`config.mk`:
```
export PLATFORM = sky130hd
export DESIGN_NAME = usba_top
export DESIGN_NICKNAME = d
export VERILOG_FILES = /design/src/logic/usba_pkg.sv /design/src/logic/usba_top.sv
export SDC_FILE = /design/constraint.sdc
export NUM_CORES = 1
export LEC_CHECK = 0
export ABC_CLOCK_PERIOD_IN_PS = 3900
export BUFFER_PORTS_ARGS = -buffer_cell sky130_fd_sc_hd__clkbuf_2
export CAP_MARGIN = 20
export CORE_ASPECT_RATIO = 0.6
export CORE_UTILIZATION = 35
export CTS_BUF_LIST = sky130_fd_sc_hd__clkbuf_16
export DETAILED_ROUTE_END_ITERATION = 7
export PLACE_DENSITY = 0.61
export SLEW_MARGIN = 20
export SYNTH_ARGS = -nofsm -noshare
export SYNTH_HDL_FRONTEND = slang
export SYNTH_SLANG_ARGS = --single-unit
```
`constraint.sdc`:
```
create_clock -name pclk -period 3.9 [get_ports pclk]
set_input_delay 0.975 -clock pclk [delete_from_list [all_inputs] [get_ports pclk]]
set_output_delay 0.975 -clock pclk [all_outputs]
set_load 0.05 [all_outputs]
```
`src/logic/usba_pkg.sv`:
```
package usba_pkg;

   // Character and FIFO geometry
   localparam int unsigned CHAR_W     = 8;
   localparam int unsigned FIFO_DEPTH = 16;
   localparam int unsigned CNT_W      = 5;

   // Shadow slot window, sixteen aligned words
   localparam logic [31:0] SLOT0_ADDR  = 32'h50001130;
   localparam logic [31:0] SLOT10_ADDR = 32'h50001158;
   localparam logic [31:0] SLOT11_ADDR = 32'h5000115C;
   localparam logic [31:0] SLOT_END    = 32'h50001170;

   // Control and status words
   localparam logic [31:0] STAT_ADDR = 32'h50001100;
   localparam logic [31:0] CTRL_ADDR = 32'h50001104;

   // Control fields
   localparam int unsigned CTRL_FIFO_EN_BIT = 0;
   localparam int unsigned CTRL_IR_MODE_BIT = 1;

   // Status fields
   localparam int unsigned STAT_RDY_BIT    = 0;
   localparam int unsigned STAT_OVR_BIT    = 1;
   localparam int unsigned STAT_TXE_BIT    = 5;
   localparam int unsigned STAT_TXFULL_BIT = 6;
   localparam int unsigned STAT_RXCNT_LSB  = 8;

   // Values after reset
   localparam logic [7:0] SLOT_RESET = 8'h00;
   localparam logic       FLAG_RESET = 1'h0;
   localparam logic       TXE_RESET  = 1'h1;

endpackage

```
`src/logic/usba_top.sv`:
```
// Design decision made here: the APB interface to the registers.
`timescale 1ns/1ps

////////////////////////////////////////////////////////////////////////////////
// Generic synchronous FIFO with count
module usba_fifo #(
   parameter int unsigned WIDTH = 8,
   parameter int unsigned DEPTH = 16
) (
   // Clock and reset
   input  wire logic                           clk,
   input  wire logic                           rst_n,
   input  wire logic                           clr,
   // Fill side
   input  wire logic                           in_valid,
   output logic                                in_ready,
   input  wire logic [WIDTH-1:0]               in_data,
   // Drain side
   output logic                                out_valid,
   input  wire logic                           out_ready,
   output logic [WIDTH-1:0]                    out_data,
   // Fill level
   output logic [$clog2(DEPTH+1)-1:0]          count
);
   localparam int unsigned AW = (DEPTH > 1) ? $clog2(DEPTH) : 1;
   localparam int unsigned CW = $clog2(DEPTH + 1);

   logic [WIDTH-1:0] mem_q [DEPTH];   // Storage
   logic [AW-1:0]    wr_ptr_q;        // Next free entry
   logic [AW-1:0]    rd_ptr_q;        // Oldest entry
   logic [CW-1:0]    count_q;         // Entries held
   wire              push;
   wire              pop;

   // Honest flags straight from the count
   assign in_ready  = (count_q != CW'(DEPTH));
   assign out_valid = (count_q != '0);
   assign out_data  = mem_q[rd_ptr_q];
   assign count     = count_q;
   assign push      = in_valid & in_ready;
   assign pop       = out_valid & out_ready;

   // Storage writes, one entry per push
   always_ff @(posedge clk) begin
      if (push) begin
         mem_q[wr_ptr_q] <= in_data;
      end
   end

   // Pointers wrap by compare so any depth works
   always_ff @(posedge clk or negedge rst_n) begin
      if (!rst_n) begin
         wr_ptr_q <= '0;
         rd_ptr_q <= '0;
         count_q  <= '0;
      end else if (clr) begin
         wr_ptr_q <= '0;
         rd_ptr_q <= '0;
         count_q  <= '0;
      end else begin
         if (push) begin
            wr_ptr_q <= (wr_ptr_q == AW'(DEPTH - 1)) ? '0 : wr_ptr_q + 1'b1;
         end
         if (pop) begin
            rd_ptr_q <= (rd_ptr_q == AW'(DEPTH - 1)) ? '0 : rd_ptr_q + 1'b1;
         end
         count_q <= count_q + CW'(push) - CW'(pop);
      end
   end
endmodule

////////////////////////////////////////////////////////////////////////////////
// Shadow receive/transmit slots behind APB
module usba_top (
   // APB clock and reset
   input  wire logic        pclk,
   input  wire logic        presetn,
   // APB slave
   input  wire logic        psel,
   input  wire logic        penable,
   input  wire logic        pwrite,
   input  wire logic [31:0] paddr,
   input  wire logic [31:0] pwdata,
   output logic             pready,
   output logic [31:0]      prdata,
   output logic             pslverr,
   // Received characters from the line framers
   input  wire logic        ser_rx_valid,
   input  wire logic [7:0]  ser_rx_data,
   input  wire logic        ir_rx_valid,
   input  wire logic [7:0]  ir_rx_data,
   // Characters towards the line framers
   input  wire logic        tx_ready,
   output logic             ser_tx_valid,
   output logic [7:0]       ser_tx_data,
   output logic             ir_tx_valid,
   output logic [7:0]       ir_tx_data_n,
   // Flags towards the rest of the UART
   output logic             data_ready_flag,
   output logic             tx_holding_empty_flag,
   output logic             overrun_error,
   output logic             fifo_enable,
   output logic             ir_mode
);
   localparam int unsigned CW = usba_pkg::CNT_W;
   localparam int unsigned DW = usba_pkg::CHAR_W;

   // Control and state registers
   logic          fifo_en_q;      // FIFO mode select
   logic          ir_mode_q;      // Infrared line select
   logic [DW-1:0] rx_hold_q;      // Receive holder, FIFOs off
   logic          rx_full_q;      // Receive holder full
   logic [DW-1:0] tx_hold_q;      // Transmit holder, FIFOs off
   logic          tx_empty_q;     // Transmit holder empty
   logic          overrun_q;      // Sticky overrun
   logic          overrun_d;
   logic [31:0]   prdata_q;       // Read data captured at setup
   logic [31:0]   rdata_d;

   // FIFO side signals
   logic          rxf_in_ready;
   logic          rxf_out_valid;
   logic [DW-1:0] rxf_out_data;
   logic [CW-1:0] rxf_count;
   logic          txf_in_ready;
   logic          txf_out_valid;
   logic [DW-1:0] txf_out_data;
   logic [CW-1:0] txf_count;

   ////////////////////////////////////////////////////////////////////////////
   // Address decode and access strobes
   wire slot_hit = (paddr >= usba_pkg::SLOT0_ADDR) &&
                   (paddr <  usba_pkg::SLOT_END) &&
                   (paddr[1:0] == 2'h0);
   wire stat_hit = (paddr == usba_pkg::STAT_ADDR);
   wire ctrl_hit = (paddr == usba_pkg::CTRL_ADDR);
   wire any_hit  = slot_hit | stat_hit | ctrl_hit;
   wire setup    = psel & ~penable;
   wire access   = psel & penable;
   wire wr_slot  = access & pwrite & slot_hit;
   wire rd_slot  = access & ~pwrite & slot_hit;
   wire wr_ctrl  = access & pwrite & ctrl_hit;
   wire rd_stat  = access & ~pwrite & stat_hit;

   // Zero wait: read data was already captured in setup
   assign pready  = 1'b1;
   assign pslverr = access & ~any_hit;
   assign prdata  = prdata_q;

   // Changing FIFO mode empties both paths so no stale char leaks
   wire new_fifo_en = pwdata[usba_pkg::CTRL_FIFO_EN_BIT];
   wire fifo_clr    = wr_ctrl & (new_fifo_en != fifo_en_q);

   ////////////////////////////////////////////////////////////////////////////
   // Receive source select by line mode
   wire          rx_valid = ir_mode_q ? ir_rx_valid : ser_rx_valid;
   wire [DW-1:0] rx_data  = ir_mode_q ? ir_rx_data : ser_rx_data;

   // Receive FIFO: arrivals are never stalled, a full FIFO drops them
   usba_fifo #(
      .WIDTH (usba_pkg::CHAR_W),
      .DEPTH (usba_pkg::FIFO_DEPTH)
   ) u_rx_fifo (
      .clk       (pclk),
      .rst_n     (presetn),
      .clr       (fifo_clr),
      .in_valid  (fifo_en_q & rx_valid),
      .in_ready  (rxf_in_ready),
      .in_data   (rx_data),
      .out_valid (rxf_out_valid),
      .out_ready (fifo_en_q & rd_slot),
      .out_data  (rxf_out_data),
      .count     (rxf_count)
   );

   // Transmit FIFO: line back-pressure via tx_ready fills it
   usba_fifo #(
      .WIDTH (usba_pkg::CHAR_W),
      .DEPTH (usba_pkg::FIFO_DEPTH)
   ) u_tx_fifo (
      .clk       (pclk),
      .rst_n     (presetn),
      .clr       (fifo_clr),
      .in_valid  (fifo_en_q & wr_slot),
      .in_ready  (txf_in_ready),
      .in_data   (pwdata[DW-1:0]),
      .out_valid (txf_out_valid),
      .out_ready (fifo_en_q & tx_ready),
      .out_data  (txf_out_data),
      .count     (txf_count)
   );

   ////////////////////////////////////////////////////////////////////////////
   // Overrun: holder still full, or receive FIFO full, when a char lands
   wire ovr_set = rx_valid & (fifo_en_q ? ~rxf_in_ready
                                        : (rx_full_q & ~rd_slot));
   // Set wins over the status-read clear
   assign overrun_d = ovr_set | (overrun_q & ~rd_stat);

   // Transmit character select and line outputs
   wire          tx_any   = fifo_en_q ? txf_out_valid : ~tx_empty_q;
   wire [DW-1:0] tx_char  = fifo_en_q ? txf_out_data : tx_hold_q;
   assign ser_tx_valid    = tx_any & ~ir_mode_q;
   assign ir_tx_valid     = tx_any & ir_mode_q;
   assign ser_tx_data     = tx_char;
   assign ir_tx_data_n    = ~tx_char;

   // Flags towards the rest of the UART; master relies on them
   assign data_ready_flag       = fifo_en_q ? rxf_out_valid : rx_full_q;
   // Master trusts slot data only with data ready set
   assign tx_holding_empty_flag = fifo_en_q ? (txf_count == '0)
                                            : tx_empty_q;
   assign overrun_error         = overrun_q;
   assign fifo_enable           = fifo_en_q;
   assign ir_mode               = ir_mode_q;

   // Read mux; upper slot bits are always zero
   wire [DW-1:0] rd_char = fifo_en_q ? rxf_out_data : rx_hold_q;
   always_comb begin
      rdata_d = 32'h00000000;
      if (slot_hit) begin
         rdata_d[DW-1:0] = rd_char;
      end else if (stat_hit) begin
         rdata_d[usba_pkg::STAT_RDY_BIT]    = data_ready_flag;
         rdata_d[usba_pkg::STAT_OVR_BIT]    = overrun_q;
         rdata_d[usba_pkg::STAT_TXE_BIT]    = tx_holding_empty_flag;
         rdata_d[usba_pkg::STAT_TXFULL_BIT] = ~txf_in_ready;
         rdata_d[usba_pkg::STAT_RXCNT_LSB +: CW] = rxf_count;
      end else if (ctrl_hit) begin
         rdata_d[usba_pkg::CTRL_FIFO_EN_BIT] = fifo_en_q;
         rdata_d[usba_pkg::CTRL_IR_MODE_BIT] = ir_mode_q;
      end
   end

   ////////////////////////////////////////////////////////////////////////////
   // Read data capture in setup; pops happen only at access end
   always_ff @(posedge pclk or negedge presetn) begin
      if (!presetn) begin
         prdata_q <= 32'h00000000;
      end else if (setup) begin
         prdata_q <= rdata_d;
      end
   end

   // Control register
   always_ff @(posedge pclk or negedge presetn) begin
      if (!presetn) begin
         fifo_en_q <= usba_pkg::FLAG_RESET;
         ir_mode_q <= usba_pkg::FLAG_RESET;
      end else if (wr_ctrl) begin
         fifo_en_q <= new_fifo_en;
         ir_mode_q <= pwdata[usba_pkg::CTRL_IR_MODE_BIT];
      end
   end

   // Receive holder, FIFOs off: newest character wins, except in a mode-change clear cycle
   always_ff @(posedge pclk or negedge presetn) begin
      if (!presetn) begin
         rx_hold_q <= usba_pkg::SLOT_RESET;
         rx_full_q <= usba_pkg::FLAG_RESET;
      end else if (fifo_clr) begin
         rx_full_q <= 1'b0;
      end else if (!fifo_en_q && rx_valid) begin
         rx_hold_q <= rx_data;
         rx_full_q <= 1'b1;
      end else if (!fifo_en_q && rd_slot) begin
         rx_full_q <= 1'b0;
      end
   end

   // Transmit holder, FIFOs off: a write beats a same-cycle line take
   always_ff @(posedge pclk or negedge presetn) begin
      if (!presetn) begin
         tx_hold_q  <= usba_pkg::SLOT_RESET;
         tx_empty_q <= usba_pkg::TXE_RESET;
      end else if (fifo_clr) begin
         tx_empty_q <= 1'b1;
      end else if (!fifo_en_q && wr_slot) begin
         tx_hold_q  <= pwdata[DW-1:0];
         tx_empty_q <= 1'b0;
      end else if (!fifo_en_q && !tx_empty_q && tx_ready) begin
         tx_empty_q <= 1'b1;
      end
   end

   // Sticky overrun
   always_ff @(posedge pclk or negedge presetn) begin
      if (!presetn) begin
         overrun_q <= usba_pkg::FLAG_RESET;
      end else begin
         overrun_q <= overrun_d;
      end
   end

   ////////////////////////////////////////////////////////////////////////////
   // Checks
   a_rx_char_path: assert property (
      @(posedge pclk) disable iff (!presetn)
      (!fifo_en_q && !fifo_clr && ir_mode_q && ir_rx_valid)
      |=> (rx_hold_q == $past(ir_rx_data)) && rx_full_q)
      else $error("infrared character not held");

   a_ovr_overwrite: assert property (
      @(posedge pclk) disable iff (!presetn)
      (!fifo_en_q && !fifo_clr && rx_full_q && rx_valid && !rd_slot)
      |=> overrun_q && (rx_hold_q == $past(rx_data)))
      else $error("overwrite without overrun");

   a_fifo_head_read: assert property (
      @(posedge pclk) disable iff (!presetn)
      (setup && !pwrite && slot_hit && fifo_en_q)
      |=> prdata[7:0] == $past(rxf_out_data))
      else $error("slot read not FIFO head");

   a_full_rx_drop: assert property (
      @(posedge pclk) disable iff (!presetn)
      (fifo_en_q && rx_valid && !rd_slot && !fifo_clr &&
       rxf_count == CW'(usba_pkg::FIFO_DEPTH))
      |=> overrun_q && (rxf_count == $past(rxf_count)))
      else $error("full receive FIFO changed");

   a_slot_alias: assert property (
      @(posedge pclk) disable iff (!presetn)
      (setup && !pwrite && slot_hit && !fifo_en_q)
      |=> prdata == {24'h000000, $past(rx_hold_q)})
      else $error("slot does not alias holder");

   a_ir_tx_low: assert property (
      @(posedge pclk) disable iff (!presetn)
      (wr_slot && !fifo_en_q && ir_mode_q)
      |=> ir_tx_valid && !ser_tx_valid &&
          (ir_tx_data_n == ~$past(pwdata[7:0])))
      else $error("infrared output not inverted char");

   a_tx_empty_clear: assert property (
      @(posedge pclk) disable iff (!presetn)
      (wr_slot && !fifo_en_q) |=> !tx_holding_empty_flag)
      else $error("holding-empty not cleared");

   a_tx_replace: assert property (
      @(posedge pclk) disable iff (!presetn)
      (wr_slot && !fifo_en_q && !tx_empty_q)
      |=> ser_tx_data == $past(pwdata[7:0]))
      else $error("pending char not replaced");

   a_tx_depth: assert property (
      @(posedge pclk) disable iff (!presetn)
      (wr_slot && fifo_en_q && !tx_ready &&
       txf_count < CW'(usba_pkg::FIFO_DEPTH))
      |=> txf_count == $past(txf_count) + 5'h01)
      else $error("write below depth not accepted");

   a_full_tx_drop: assert property (
      @(posedge pclk) disable iff (!presetn)
      (wr_slot && fifo_en_q && !tx_ready &&
       txf_count == CW'(usba_pkg::FIFO_DEPTH))
      |=> $stable(txf_count) && $stable(txf_out_data))
      else $error("full transmit FIFO changed");

   a_upper_zero: assert property (
      @(posedge pclk) disable iff (!presetn)
      (access && !pwrite && slot_hit) |-> prdata[31:8] == 24'h000000)
      else $error("slot upper bits not zero");

endmodule

```
==> flow_metrics.tcl <==
set metrics [dict create \
    grt_setup_unrepaired "no" \
    detail_route.wl_per_cell_um 21.5 \
    synth_top_cell_by_area "sky130_fd_sc_hd__edfxtp_1" \
    timing.critical_path.cells "buf_12, mux4_2, inv_1, o21ai_0, a31oi_1, clkbuf_2" \
    static-leakage-power_nw 6.00 \
    antenna_cells 0 \
    drv.max_cap_violation_count 0 \
    grt_pass1_wl_um 49400 \
    globalRouteOverflowTotal 0 \
    grt_start_max_net_pins 44 \
    core_mm2 0.0390 \
    cts_root_cell "sky130_fd_sc_hd__clkbuf_16" \
    synthDistinctLibCells 66 \
    flow.area_growth_from_synthesis_pct 17.1 \
    cts.htree.levels 2 \
    via_count 8045 \
    first_pass_iters 5 \
    remaining_drc_errors 0 \
    cts_inserted_buffers 34 \
    timing.final.max_slew_violations 0 \
    post-route-worst-setup-slack_ns 0.157 \
    period_minus_slack_ns 3.74 \
    tritoncts "yes" \
    multiInputGateArea_mm2 0.00429 \
    startpoint_type "register" \
    die_width_um 259 \
    cp.required_ns 2.92 \
    vias_per_cell 5.22 \
    gp_congestion 0.818 \
    synth_top_cells_by_area "sky130_fd_sc_hd__edfxtp_1 55%, sky130_fd_sc_hd__dfrtp_1 11%, sky130_fd_sc_hd__mux4_2 8.8%" \
    port-buffer-count 100 \
    worst_setup_end_kind "output pin" \
    die_h_um 156 \
    antenna_found_initial 0 \
    layout.cells.most_common "sky130_fd_sc_hd__edfxtp_1" \
    hold_path_class "input pin to asynchronous set/reset pin" \
    sequential_cell_area_mm2 0.00920 \
    synthesis.area_mm2 0.0139 \
    cts_hold_buffers 0 \
    drt_first_iter_violations 699 \
    setup_total_negative_slack_ns 0 \
    max_clock_freq_mhz 267 \
    final.fill_count 3487 \
    groute.usage.overall_pct 16.7 \
    total_power_w 0.0100 \
    tightestPinTransition_ns 0.807 \
    syn-mean-instance-area_um2 16.1 \
    stage_delay_of_the_slowest_cell_on_the_critical_path_ns 0.59 \
    clock_insertion_delay_worst_skew_ns 0.51 \
    initial_utilization_pct 35.5 \
    critical_path_buf_inv_count 3 \
    syn-instance-count 862 \
    finalNetCount 1106 \
    ys_warn_count 0 \
    clk_pin_slew_worst_paths_ns 0.06 \
    worst_ir_drop_vdd_uv 519 \
    worstPathArrival_ns 2.77 \
    fin_worst_skew_ns 0.0199 \
    asyncSetResetFlopFracSynth_pct 19.0 \
    post-route-period-util_pct 96.0 \
    vias_in_the_first_global_route 7871 \
    outcome "completed" \
    post-place-ws_ns 0.228 \
    cp_max_fo 30 \
    hold_violation_count_in_the_final_report 0 \
    detail_route.wirelength_um 33200 \
    synth-edff-count 256 \
    final_cell_mix "256 x sky130_fd_sc_hd__edfxtp_1, 99 x sky130_fd_sc_hd__clkbuf_2, 57 x sky130_fd_sc_hd__dfrtp_1" \
    critPathKind "register to output pin" \
    cts_num_sinks 316 \
    synth_top_area_share_pct 55.5 \
    worst_r2r_path_depth 15 \
    power_density_mw_per_mm2 619 \
    postRouteAntennaNets 0 \
    crit_path_top_delay_cell "sky130_fd_sc_hd__dfrtp_4" \
    final_design_area_no_fill_mm2 0.0162 \
    synth.ff_latch_count 316 \
    dp_hpwl_um 23100 \
    cp_num_cells 6 \
    finalSetupViolations 0 \
    ys.flop_type "sky130_fd_sc_hd__edfxtp_1" \
    critical-path-top-delay-family "buffers and inverters" \
    normalized_max_slew_margin_pct 46.2 \
    ioPinCount 145 \
    die_area_mm2 0.0404 \
    ctsLongestPathBuffers 3 \
    count_of_standard_cell_rows 56 \
    placement.cell_area_mm2 0.0151 \
    ys_seq_area_share_pct 66.3 \
    layout-drive-gt1-share_pct 29.5 \
]
stage by stage:
| step | std cells | hold slack (ns) | util, % |
|---|---|---|---|
| after CTS | 1541 | 0.442 | 41.6 |
| after floorplan | 880 | 0.469 | - |
| after detailed placement | 1480 | 0.485 | 38.7 |
| after global placement | 1480 | 0.481 | 38.7 |
| final | 1541 | 0.446 | 41.6 |
| after global routing | 1541 | 0.456 | 41.6 |
state kept, by name (all words and copies together), names as in the netlist:
name,count
u_rx_fifo.mem_q,128
prdata,13
u_rx_fifo.wr_ptr_q,4
rx_hold_q,8
u_rx_fifo.count,5
ir_mode,1
u_tx_fifo.count,5
tx_hold_q,8
u_tx_fifo.rd_ptr_q,4
u_tx_fifo.wr_ptr_q,4
tx_empty_q,1
fifo_enable,1
overrun_error,1
u_rx_fifo.rd_ptr_q,4
u_tx_fifo.mem_q,128
rx_full_q,1
metal layers:
| layer | routed length (um) | GRT usage [%] | share of wire, % |
|---|---|---|---|
| met3 | 2900 | 3.90 | 8.7 |
| met4 | 528 | 4.17 | 1.6 |
| met1 | 15700 | 25.8 | 47 |
| met5 | 0 | 0 | 0 |
| met2 | 14000 | 23.3 | 42 |
what timing repair did:
action	in CTS	in global routing
buffers inserted	0	0
resized for setup	0	1
endpoints found under the setup margin	0	13
worst paths after layout:
kind | startpoint | to | slack [ns]
max in group asynchronous | presetn | tx_empty_q | 2.78
max | u_tx_fifo.rd_ptr_q[0] | ir_tx_data_n[0] | 0.16
min | presetn | prdata[2] | 0.45
min reg2reg | tx_hold_q[3] | tx_hold_q[3] | 0.50
max reg2reg | u_rx_fifo.count[2] | u_rx_fifo.count[4] | 0.60
min in group pclk | tx_hold_q[3] | tx_hold_q[3] | 0.50
synth_stat cells, types with 3 or more instances:
master                       n
sky130_fd_sc_hd__edfxtp_1  256
sky130_fd_sc_hd__dfrtp_1    59
sky130_fd_sc_hd__mux4_2     54
sky130_fd_sc_hd__mux2i_1    35
sky130_fd_sc_hd__inv_1      34
sky130_fd_sc_hd__nor2_1     33
sky130_fd_sc_hd__nand2_1    32
sky130_fd_sc_hd__mux2_2     26
sky130_fd_sc_hd__clkbuf_1   25
sky130_fd_sc_hd__o21ai_0    24
sky130_fd_sc_hd__ha_1       22
sky130_fd_sc_hd__and2_1     20
sky130_fd_sc_hd__buf_4      20
sky130_fd_sc_hd__a21oi_1    18
sky130_fd_sc_hd__a22o_1     14
sky130_fd_sc_hd__nor2b_1    14
sky130_fd_sc_hd__a31oi_1    13
sky130_fd_sc_hd__buf_2      12
sky130_fd_sc_hd__a22oi_1    11
sky130_fd_sc_hd__nand3_1    11
sky130_fd_sc_hd__a31o_2     10
sky130_fd_sc_hd__nor4_1     10
sky130_fd_sc_hd__o22ai_1     8
sky130_fd_sc_hd__and4_1      6
sky130_fd_sc_hd__buf_1       6
sky130_fd_sc_hd__nor3_1      6
sky130_fd_sc_hd__xor2_1      6
sky130_fd_sc_hd__xnor2_1     5
sky130_fd_sc_hd__a21o_1      4
sky130_fd_sc_hd__nand4_1     4
sky130_fd_sc_hd__nor4_4      4
sky130_fd_sc_hd__nor4b_2     4
sky130_fd_sc_hd__o211ai_1    4
sky130_fd_sc_hd__or3_1       4
sky130_fd_sc_hd__and3_1      3
sky130_fd_sc_hd__nand2b_1    3
power breakdown:
part           internal, W  switching (W)
logic             0.000995        0.00179
clock network      0.00191        0.00128
registers          0.00388       0.000194
area by class of cell:
cell class | instances | area share (%)
multi-input cells | 467 | 26.4
clock buffers | 37 | 5.71
well taps | 522 | 4.03
repair buffers | 141 | 5.21
clock inverters | 24 | 1.16
flip-flops and latches | 316 | 56.7
inverters | 34 | 0.787
kinds of logic after synthesis:
group	after synthesis	synth area share, %
xor gates and xnor gates	11	0.695
and+or+nand+nor	177	8.12
other	2	0.0542
AOI/OAI and AO/OA	120	5.86
DFF	316	66.3
buffers and inverters	97	3.28
muxes	115	13.4
adders and majority gates	24	2.27
Note: power is estimated with default switching activity, not from simulation.
